**config.mk**
```make
export PLATFORM = sky130hd
export DESIGN_NAME = sac_top
export DESIGN_NICKNAME = d
export VERILOG_FILES = /design/src/rtl/sac_pkg.sv /design/src/rtl/sac_tick_if.sv /design/src/rtl/sac_tick_gen.sv /design/src/rtl/sac_top.sv
export SDC_FILE = /design/constraint.sdc
export NUM_CORES = 1
export LEC_CHECK = 0
export ABC_AREA = 1
export BUFFER_PORTS_ARGS = -buffer_cell sky130_fd_sc_hd__buf_4
export CORE_ASPECT_RATIO = 1.25
export CORE_MARGIN = 2
export CORE_UTILIZATION = 30
export CTS_CLUSTER_DIAMETER = 200
export DETAILED_ROUTE_END_ITERATION = 10
export SLEW_MARGIN = 10
export SYNTH_ARGS = -nofsm -noshare
export SYNTH_HDL_FRONTEND = slang
export SYNTH_SLANG_ARGS = --single-unit
```
**constraint.sdc**
```tcl
create_clock -name clk -period 3.8 [get_ports clk]
set_input_delay 0.76 -clock clk [delete_from_list [all_inputs] [get_ports clk]]
set_output_delay 0.76 -clock clk [all_outputs]
set_load 0.02 [all_outputs]
```
**src/rtl/sac_pkg.sv**
```systemverilog
// package of register map, field layout and timing constants for the converter
package sac_pkg;
  // register word addresses on the apb bus
  localparam logic [11:0] CTRL_A_ADDR   = 12'h000;
  localparam logic [11:0] CTRL_B_ADDR   = 12'h004;
  localparam logic [11:0] RES_HIGH_ADDR = 12'h008;
  localparam logic [11:0] RES_LOW_ADDR  = 12'h00C;
  localparam logic [11:0] FLAG_ADDR     = 12'h010;
  localparam logic [11:0] IRQ_EN_ADDR   = 12'h014;
  localparam logic [11:0] SLEEP_ADDR    = 12'h018;
  // converter_control_a field positions
  localparam int A_POWER_BIT  = 0;
  localparam int A_GO_BIT     = 1;
  localparam int A_CHAN_LSB   = 2;
  localparam int A_REF_BIT    = 6;
  localparam int A_FORMAT_BIT = 7;
  // converter_control_b field position
  localparam int B_CLKSEL_LSB = 4;
  // flag and enable bit positions
  localparam int DONE_BIT     = 0;
  // sleep register: bit 0 sleeping, bit 1 global interrupt enable
  localparam int SLEEP_BIT    = 0;
  localparam int GIE_BIT      = 1;
  // reset values
  localparam logic [7:0] CTRL_A_RESET = 8'h00;
  localparam logic [7:0] CTRL_B_RESET = 8'h00;
  // conversion timing in conversion-clock periods
  localparam int CONV_PERIODS  = 11;
  localparam int ABORT_PERIODS = 2;
  localparam int RESULT_BITS   = 10;
  // internal oscillator period, ns, middle of the 2-6 us band
  localparam int    OSC_PERIOD_NS = 4000;
  localparam int    CLK_PERIOD_NS = 8;
  localparam int    OSC_HALF_CYC  = OSC_PERIOD_NS / CLK_PERIOD_NS / 2;
  // conversion clock select codes
  localparam logic [2:0] CS_DIV2  = 3'h0;
  localparam logic [2:0] CS_DIV4  = 3'h4;
  localparam logic [2:0] CS_DIV8  = 3'h1;
  localparam logic [2:0] CS_DIV16 = 3'h5;
  localparam logic [2:0] CS_DIV32 = 3'h2;
  localparam logic [2:0] CS_DIV64 = 3'h6;
endpackage

```
**src/rtl/sac_tick_if.sv**
```systemverilog
// interface carrying the conversion clock tick between modules
`timescale 1ns/1ps
`default_nettype none
interface sac_tick_if;
  logic [2:0] clk_select;
  logic       run;
  logic       tick;
  modport gen (input clk_select, input run, output tick);
  modport use_side (output clk_select, output run, input tick);
endinterface
`default_nettype wire

```
**src/rtl/sac_tick_gen.sv**
```systemverilog
// conversion clock period generator: system clock divider or oscillator
`timescale 1ns/1ps
`default_nettype none
module sac_tick_gen #(
  parameter int OSC_HALF = sac_pkg::OSC_HALF_CYC
) (
  input  wire logic clk,
  input  wire logic rstn,
  sac_tick_if.gen   tk
);
  typedef struct packed {
    logic [15:0] cnt;
  } sac_gen_t;
  sac_gen_t st, next_st;
  logic [15:0] limit;

  // ---------------------------------------------------------------
  // period select
  // ---------------------------------------------------------------
  // one tick per conversion-clock period; divider follows clk rate
  always_comb begin
    case (tk.clk_select)
      sac_pkg::CS_DIV2:  limit = 16'h0001;
      sac_pkg::CS_DIV4:  limit = 16'h0003;
      sac_pkg::CS_DIV8:  limit = 16'h0007;
      sac_pkg::CS_DIV16: limit = 16'h000F;
      sac_pkg::CS_DIV32: limit = 16'h001F;
      sac_pkg::CS_DIV64: limit = 16'h003F;
      // x11: internal oscillator, fixed period independent of clk
      default: limit = 16'((2 * OSC_HALF) - 1);
    endcase
  end

  // counter restarts while idle so the first period is whole
  always_comb begin
    next_st = st;
    if (!tk.run || st.cnt >= limit)
      next_st.cnt = 16'h0000;
    else
      next_st.cnt = st.cnt + 16'h0001;
  end

  assign tk.tick = tk.run && (st.cnt >= limit);

  always_ff @(posedge clk or negedge rstn) begin
    if (!rstn)
      st <= '0;
    else
      st <= next_st;
  end
endmodule
`default_nettype wire

```
**src/rtl/sac_top.sv**
```systemverilog
// control logic of the 10-bit successive-approximation converter
//
// Decided for this implementation: the APB register port and the register offsets.
`timescale 1ns/1ps
`default_nettype none

// Summary of operation
// resolve 10-bit code, store in result pair
// channel field routes one input to sampler
// software waits settling time after channel change
// reference bit picks supply or external pin
// clock select codes map to divider or oscillator
// one bit per period, eleven periods total
// divider clocks follow system clock rate
// oscillator selection gives fixed period
// software picks clock meeting minimum period
// done flag set after every conversion
// hardware never clears done flag
// interrupt when flag and enable both set
// interrupt wakes device from sleep
// wake runs next instruction, vector if enabled
// format bit selects left or right justify
// software sets pin input and analog
// completion clears busy, sets flag, writes result
// early abort keeps result, two-period recovery
// justified placement across high and low registers
// channel code N selects input N
// busy bit reads one during conversion
module sac_top (
  input  wire logic        clk,
  input  wire logic        rstn,
  input  wire logic        psel,
  input  wire logic        penable,
  input  wire logic        pwrite,
  input  wire logic [11:0] paddr,
  input  wire logic [31:0] pwdata,
  output logic      [31:0] prdata,
  output logic             pready,
  output logic             pslverr,
  input  wire logic        comp_high,
  output logic      [7:0]  channel_select,
  output logic             reference_select,
  output logic             sample_hold,
  output logic      [9:0]  dac_code,
  output logic             irq,
  output logic             wake,
  output logic             vector_to_handler
);
  typedef enum logic [3:0] {
    SAC_IDLE    = 4'b0001,
    SAC_CONVERT = 4'b0010,
    SAC_RECOVER = 4'b0100,
    SAC_SAMPLE  = 4'b1000
  } sac_state_t;

  typedef struct packed {
    sac_state_t  state;
    logic [7:0]  ctrl_a;
    logic [7:0]  ctrl_b;
    logic [9:0]  result;
    logic [9:0]  sar;
    logic [3:0]  step;
    logic        done_flag;
    logic        irq_en;
    logic        sleeping;
    logic        gie;
    logic [31:0] rdata;
  } sac_reg_t;

  sac_reg_t   st, next_st;
  sac_tick_if tk ();
  logic       wr_en, rd_en, go, mapped;

  sac_tick_gen u_tick (
    .clk  (clk),
    .rstn (rstn),
    .tk   (tk)
  );

  // ---------------------------------------------------------------
  // helpers
  // ---------------------------------------------------------------
  // justified high/low register images of a result
  function automatic logic [15:0] sac_pack(input logic [9:0] r,
                                           input logic right);
    if (right)
      sac_pack = {6'h00, r[9:8], r[7:0]};
    else
      sac_pack = {r[9:2], r[1:0], 6'h00};
  endfunction

  function automatic logic [7:0] sac_onehot(input logic [2:0] c);
    sac_onehot = 8'h01 << c;
  endfunction

  // ---------------------------------------------------------------
  // bus decode; zero wait states
  // ---------------------------------------------------------------
  always_comb begin
    case (paddr)
      sac_pkg::CTRL_A_ADDR, sac_pkg::CTRL_B_ADDR, sac_pkg::RES_HIGH_ADDR,
      sac_pkg::RES_LOW_ADDR, sac_pkg::FLAG_ADDR, sac_pkg::IRQ_EN_ADDR,
      sac_pkg::SLEEP_ADDR: mapped = 1'b1;
      default:             mapped = 1'b0;
    endcase
  end
  assign wr_en   = psel && penable && pwrite && mapped;
  assign rd_en   = psel && !penable && !pwrite;
  assign pready  = 1'b1;
  assign pslverr = psel && penable && !mapped;
  assign prdata  = st.rdata;
  assign go      = st.ctrl_a[sac_pkg::A_GO_BIT];

  // tick generator runs while converting or recovering
  assign tk.clk_select = st.ctrl_b[sac_pkg::B_CLKSEL_LSB +: 3];
  assign tk.run = (st.state == SAC_CONVERT) || (st.state == SAC_RECOVER);

  // ---------------------------------------------------------------
  // next state
  // ---------------------------------------------------------------
  always_comb begin
    logic [15:0] img;
    logic        fin;
    img     = sac_pack(st.result, st.ctrl_a[sac_pkg::A_FORMAT_BIT]);
    fin     = 1'b0;
    next_st = st;

    // register writes; read data latched in setup phase
    if (wr_en) begin
      case (paddr)
        sac_pkg::CTRL_A_ADDR:
          next_st.ctrl_a = pwdata[7:0] & 8'hDF; // bit 5 unused
        sac_pkg::CTRL_B_ADDR:
          next_st.ctrl_b = pwdata[7:0] & 8'h70;
        // software clears the flag by writing zero
        sac_pkg::FLAG_ADDR:
          next_st.done_flag = pwdata[sac_pkg::DONE_BIT];
        sac_pkg::IRQ_EN_ADDR:
          next_st.irq_en = pwdata[sac_pkg::DONE_BIT];
        sac_pkg::SLEEP_ADDR: begin
          next_st.sleeping = pwdata[sac_pkg::SLEEP_BIT];
          next_st.gie      = pwdata[sac_pkg::GIE_BIT];
        end
        default: ;
      endcase
    end

    // conversion sequence
    case (st.state)
      SAC_IDLE: begin
        if (go && st.ctrl_a[sac_pkg::A_POWER_BIT]) begin
          next_st.state = SAC_CONVERT;
          next_st.sar   = 10'h200;
          next_st.step  = 4'h0;
        end
      end
      SAC_CONVERT: begin
        if (!next_st.ctrl_a[sac_pkg::A_GO_BIT] ||
            !next_st.ctrl_a[sac_pkg::A_POWER_BIT]) begin
          // aborted: result untouched, wait two periods
          next_st.state = SAC_RECOVER;
          next_st.step  = 4'h0;
        end else if (tk.tick) begin
          // first period samples, then one bit per period
          if (st.step != 4'h0) begin
            if (!comp_high)
              next_st.sar[4'(10 - st.step)] = 1'b0;
            if (st.step != 4'(sac_pkg::RESULT_BITS))
              next_st.sar[4'(9 - st.step)] = 1'b1;
          end
          next_st.step = st.step + 4'h1;
          if (st.step == 4'(sac_pkg::CONV_PERIODS - 1))
            fin = 1'b1;
        end
      end
      SAC_RECOVER: begin
        if (tk.tick) begin
          next_st.step = st.step + 4'h1;
          if (st.step == 4'(sac_pkg::ABORT_PERIODS - 1))
            next_st.state = SAC_SAMPLE;
        end
      end
      SAC_SAMPLE: begin
        // acquisition restarts on the selected channel
        if (go && st.ctrl_a[sac_pkg::A_POWER_BIT])
          next_st.state = SAC_IDLE;
        else if (!st.ctrl_a[sac_pkg::A_POWER_BIT])
          next_st.state = SAC_IDLE;
      end
      default: next_st.state = SAC_IDLE;
    endcase

    // completion: busy clears, flag sets, result stored
    if (fin) begin
      next_st.state = SAC_IDLE;
      next_st.ctrl_a[sac_pkg::A_GO_BIT] = 1'b0;
      next_st.result    = next_st.sar;
      next_st.done_flag = 1'b1;  // set wins over clear, see
    end

    // wake clears sleeping; handler entered only with global enable
    if (st.done_flag && st.irq_en && st.sleeping)
      next_st.sleeping = 1'b0;

    if (rd_en) begin
      case (paddr)
        sac_pkg::CTRL_A_ADDR:   next_st.rdata = {24'h0, st.ctrl_a};
        sac_pkg::CTRL_B_ADDR:   next_st.rdata = {24'h0, st.ctrl_b};
        sac_pkg::RES_HIGH_ADDR: next_st.rdata = {24'h0, img[15:8]};
        sac_pkg::RES_LOW_ADDR:  next_st.rdata = {24'h0, img[7:0]};
        sac_pkg::FLAG_ADDR:     next_st.rdata = {31'h0, st.done_flag};
        sac_pkg::IRQ_EN_ADDR:   next_st.rdata = {31'h0, st.irq_en};
        sac_pkg::SLEEP_ADDR:
          next_st.rdata = {30'h0, st.gie, st.sleeping};
        default:                next_st.rdata = 32'h0000_0000;
      endcase
    end
  end

  // ---------------------------------------------------------------
  // analog side and interrupt outputs
  // ---------------------------------------------------------------
  assign channel_select =
    sac_onehot(st.ctrl_a[sac_pkg::A_CHAN_LSB +: 3]);
  assign reference_select = st.ctrl_a[sac_pkg::A_REF_BIT];
  assign sample_hold = (st.state == SAC_CONVERT);
  assign dac_code    = st.sar;
  assign irq = st.done_flag && st.irq_en;
  assign wake = irq && st.sleeping;
  // one more instruction always runs; vector only with gie
  assign vector_to_handler = irq && st.gie;

  // state register
  always_ff @(posedge clk or negedge rstn) begin
    if (!rstn) begin
      st        <= '0;
      st.state  <= SAC_IDLE;
      st.ctrl_a <= sac_pkg::CTRL_A_RESET;
      st.ctrl_b <= sac_pkg::CTRL_B_RESET;
    end else begin
      st <= next_st;
    end
  end
endmodule
`default_nettype wire

```
======== After elaboration in Yosys (flattened, before gate mapping) ========
Index checks and enable logic that the tools add are counted.
storage, ports and cells
  register bits after elaboration ......... 90
  output and inout port bits .............. 57
  logic and storage cells ................. 136
operators by class
  $add $sub $neg .......................... 4
  magnitude comparators ................... 5
  eq/ne operators ......................... 26
  shift-type cells ........................ 1
  multiplexer cells ....................... 45
  bitwise gates (word level) .............. 3
  reduce and logical (&&, ||, !) cells .... 39
operator list
  operator                                                     count
  2-to-1 mux 10 bit                                            9
  one-hot mux 8 bit (7 select lines)                           1
  one-hot mux 9 bit (6 select lines)                           1
  2-to-1 mux 4 bit                                             10
  == test 12 x 5 -> 1 bit (second input constant)              3
  2-to-1 mux 16 bit                                            2
  2-to-1 mux 14 bit                                            2
  == test 12 x 4 -> 1 bit (second input constant)              2
  one-hot mux 10 bit (2 select lines)                          1
  adder 16 x 1 -> 16 bit (second input constant)               1
  greater-or-equal comparator 16 x 9 -> 1 bit                  1
  one-hot mux 4 bit (4 select lines)                           1
  logical AND 1 bit                                            13
  == test 12 x 3 -> 1 bit (second input constant)              1
  logical NOT 12 bit                                           1
  2-to-1 mux 1 bit                                             12
  one-hot mux 4 bit (3 select lines)                           1
  AND reduction 2 bit                                          6
  bitwise AND 10 bit                                           1
  less-than comparator 4 x 5 -> 1 bit (second input constant)  2
  NOT 10 bit                                                   1
  bitwise OR 10 bit                                            1
  == test 3 bit (second input constant)                        3
  inequality test 3 x 1 -> 1 bit (second input constant)       3
  26 further kinds                                             44

======== Logic depth before layout (Yosys ltp) ========
  depth after elaboration ................. 18
  mapped depth ............................ 20
  mapped depth without buffers ............ 19

======== By module ========
A second synthesis with hierarchy kept.
second synthesis, totals
  cells, all modules ...................... 602
  area total of the unflattened synthesis .. 4505.6 µm²
modules (own cells, without submodules)
  module        instances  cells each  area an instance (µm²)  seq. area each (µm²)
  sac_top       1          503         3637.2                  1252.5
  sac_tick_gen  1          99          868.3                   400.4

======== Least setup slack after synthesis ========
No wires, ideal clock.
  path kind ............................... input to register
  start point ............................. input paddr[11]
  end point ............................... register st[55] (netlist bit)
  arrival time ............................ 2.163 ns
  required time ........................... 3.684 ns
  setup slack ............................. 1.521 ns
  stages on the path ...................... 14
  path buffers ............................ 2
  cells stage by stage .................... nor2_1 nand2_2 nor2_4 nand2_2 buf_6 o21ai_2 nand3_1 nand2_2 nand2_4 nor2_8 nand3_4 buf_6 nand2_1 nand2_1
on the way
  word-level cells in the longest chain between the ends .. 9
  elaborated cells on any way between the ends .. 19
ends and longest elaborated chain
  element                                                                         line                            source
  start: declaration                                                              sac_top.sv:35                   input wire logic [11:0] paddr,
  == test 12 x 5 -> 1 bit (tied with other cells)                                 sac_top.sv:100                  case (paddr)
  OR reduction 7 bit                                                              sac_top.sv:100
  2-to-1 mux 1 bit                                                                sac_top.sv:100
  logical AND 1 bit                                                               sac_top.sv:107                  assign wr_en = psel && penable && pwrite && mapped;
  2-to-1 mux 10 bit *                                                             sac_top.sv:129                  if (wr_en) begin
  logical NOT 1 bit (on tied branches)                                            sac_top.sv:158, sac_top.sv:159
  logical OR 1 bit *                                                              sac_top.sv:158                  if (!next_st.ctrl_a[sac_pkg::A_GO_BIT] ||
  2-to-1 mux 10 bit / 2-to-1 mux 1 bit (equally long branches)                    sac_top.sv:158
  one-hot mux 10 bit (2 select lines) / 2-to-1 mux 1 bit (equally long branches)  sac_top.sv:149                  case (st.state)
  end signal: assignment                                                          sac_top.sv:241                  st <= next_st;
  end: declaration                                                                sac_top.sv:70                   sac_reg_t st, next_st;
Every way passes the cells marked *; elsewhere a longest branch is shown, timed or not.
A chain may end at the register's enable or synchronous reset.

==> impl_metrics.tcl <==
set metrics [dict create \
    initial_core_util_pct 30.7 \
    yosysTopAreaCellShare_pct 35.3 \
    syn2layout_area_growth_pct 14.6 \
    dp.cells 842 \
    io_pins 107 \
    wl_per_cell_um 12.6 \
    async_flop_share_pct 100 \
    place_hpwl_mm 8.21 \
    finalHoldViolations 0 \
    syn_avg_cell_area_sq_um 7.37 \
    ir_worst_vdd_mv 0.183 \
    synth.most_common_cell "nand2_1" \
    drt-total-wl_mm 10.8 \
    required_ns 4.02 \
    tightest_slew_ns 0.885 \
    fin_setup_tns_ns 0 \
    die_w_um 115 \
    start_kind "flip-flop" \
    gr-usage-all-layers_pct 13.6 \
    coreArea_sq_um 15000 \
    post_cts_resized 0 \
    grt_max_degree 67 \
    status "complete, no violations" \
    cts_tree "built" \
    dieArea_sq_um 16400 \
    cp_data_arrival_time_ns 2.96 \
    via_count 3929 \
    root_buffer "clkbuf_16" \
    clk_latency_ns 0.33 \
    io_buffers 57 \
    fin_skew_ns 0.00621 \
    path_class "reg2reg" \
    synthCells 625 \
    clk_pin_slew_ns 0.06 \
    gp_congestion 0.855 \
    synth_largest_area_cell "dfrtp_1" \
    pwr_density_cell_nw_per_um2 311 \
    min_period_ns 2.74 \
    synth_warnings 0 \
    placed_area_sq_um 4970 \
    hold_path.class "reg2reg" \
    yosys_most_used_dff "dfrtp_1" \
    drv_cap 0 \
    grt_pass1_wl_mm 17.8 \
    htreeDepth 3 \
    post-route-cell-area_sq_um 5280 \
    ys_top_cells_by_count "nand2_1 (180), inv_1 (67), dfrtp_1 (65)" \
    final_antenna_net_count 0 \
    synth-seq-cells 66 \
    firstDrtPassIters 4 \
    fin_cells 858 \
    fp.dieH_um 142 \
    synth_edf_count 0 \
    vias_per_cell 4.58 \
    fin_util_pct 35.1 \
    ys_seq_area_share_pct 35.9 \
    antenna_found_initial 0 \
    drc 0 \
    post_cts_buffers 0 \
    final-max-slew-violation-count 0 \
    rsz0062_at_grt "no" \
    row_count 50 \
    final_nets 737 \
    fmax_ghz 0.365 \
    numCtsBuffers 9 \
    syn_area_sq_um 4600 \
    min_period_over_period_pct 72.0 \
    worst_setup_path_end_kind "flip-flop" \
    drive_gt1_share_pct 17.3 \
    cts_buffer_depth 2 \
    synth_top_cells_by_area "dfrtp_1 (35%), nand2_1 (15%), buf_4 (7.3%), inv_1 (5.5%), ha_1 (4.3%)" \
    drtIter0Drc 231 \
    slew_headroom_pct 40.5 \
    clock-sinks 66 \
    grt_overflow_total 0 \
    synth_cell_types 45 \
    setup_viol 0 \
    worst-path-max-fanout 14 \
    ctsHoldBuffers 0 \
    dp_slack_ns 0.822 \
    diodes 0 \
    p_leak_nw 2.67 \
    first_global_vias 3686 \
    fin_ws_ns 1.06 \
]
## routing by layer
metal / part of all wire (%) / GRT usage (%) / vias up
li1: - / - / 2047
met1: 45 / 17.2 / 1788
met2: 49 / 22.8 / 82
met3: 4.2 / 3.11 / 12
met4: 1.7 / 4.38 / 0
met5: 0 / 0 / -
## stage by stage
stage	hold WS, ns	power [W]
finish	0.488	0.00164
global route	0.520	0.00171
global placement	0.466	0.000802
floorplan	0.449	0.000781
detailed placement	0.474	0.000803
CTS	0.490	0.00166
## registers in the layout (all words and copies together), names as in the netlist
register	count
u_tick.st	16
go	1
prdata	8
st	30
dac_code	10
reference_select	1
## critical path, stage by stage, from the launching register on
cell     delay, ns
dfrtp_1       0.43
inv_1         0.09
nor2_1        0.13
a21oi_1       0.06
ha_1          0.30
nand2_1       0.05
o21ai_0       0.17
nand2_1       0.08
nand2_1       0.06
nand2_1       0.06
nand2_1       0.06
nand2_1       0.28
inv_2         0.33
nand2_1       0.08
o21ai_0       0.08
nand2_1       0.08
nand3_1       0.11
o21ai_2       0.08
nand2_1       0.06
nand2_1       0.04
## power breakdown
part	total, W	internal [W]	leakage (nW)	switching (W)
Clock	0.000853	0.000540	0.151	0.000313
Combinational	0.0000816	0.0000227	1.71	0.0000589
Sequential	0.000707	0.000706	0.816	0.000000966
Total	0.00164	0.00127	2.67	0.000373
## area by class of cell
cell class | instances | area [sq um]
Clock buffer | 11 | 253
Fill cell | 1617 | 9740
Clock inverter | 5 | 52.6
Timing Repair Buffer | 58 | 435
Multi-Input combinational cell | 458 | 2360
Inverter | 78 | 299
Tap cell | 182 | 228
Sequential cell | 66 | 1650
## cells in the final DEF, fill, tap and decap left out, types with 2 or more instances in the layout
| cell | instances |
|---|---|
| nor4_1 | 4 |
| clkbuf_16 | 9 |
| nand4_1 | 13 |
| conb_1 | 31 |
| clkinv_2 | 4 |
| nand2_4 | 3 |
| mux2_2 | 6 |
| buf_4 | 58 |
| nor2_2 | 3 |
| nor2_1 | 47 |
| o211ai_1 | 7 |
| o21bai_1 | 6 |
| nand3_1 | 37 |
| nor3b_1 | 4 |
| o2111ai_1 | 2 |
| nor2_4 | 2 |
| o22ai_1 | 5 |
| clkbuf_8 | 2 |
| a21oi_1 | 14 |
| xor2_1 | 4 |
| a221oi_1 | 2 |
| inv_2 | 8 |
| o21ai_0 | 29 |
| nand2_2 | 7 |
| nand3_2 | 4 |
| o21ai_2 | 3 |
| o21ai_1 | 2 |
| nor3_1 | 19 |
| ha_1 | 16 |
| dfrtp_1 | 65 |
| inv_1 | 67 |
| nand2_1 | 180 |
## logic make-up after synthesis
kind of cell             share of synthesized area (%)
multiplexers                                      1.69
AO/OA/AOI/OAI                                     9.35
other                                            0.163
flip-flops                                        35.9
buffers and inverters                             15.3
XOR/XNOR                                         0.951
AND/OR/NAND/NOR                                   32.3
adder cells (fa/ha/maj)                           4.35
## worst paths after layout
kind	cells past startpoint	end	from	slack, ns
max in group asynchronous	1	prdata[3]$_DFFE_PN0P_	rstn	2.69
hold / removal	2	st[52]$_DFFE_PN0P_	st[52]$_DFFE_PN0P_	0.49
min in group asynchronous	1	u_tick.st[4]$_DFF_PN0_	rstn	0.55
setup reg to reg	19	st[52]$_DFFE_PN0P_	st[65]$_DFFE_PN0P_	1.06
setup / recovery	19	st[52]$_DFFE_PN0P_	st[65]$_DFFE_PN0P_	1.06
hold reg to reg	2	st[52]$_DFFE_PN0P_	st[52]$_DFFE_PN0P_	0.49
No activity file was read; power rests on OpenSTA's default activity.
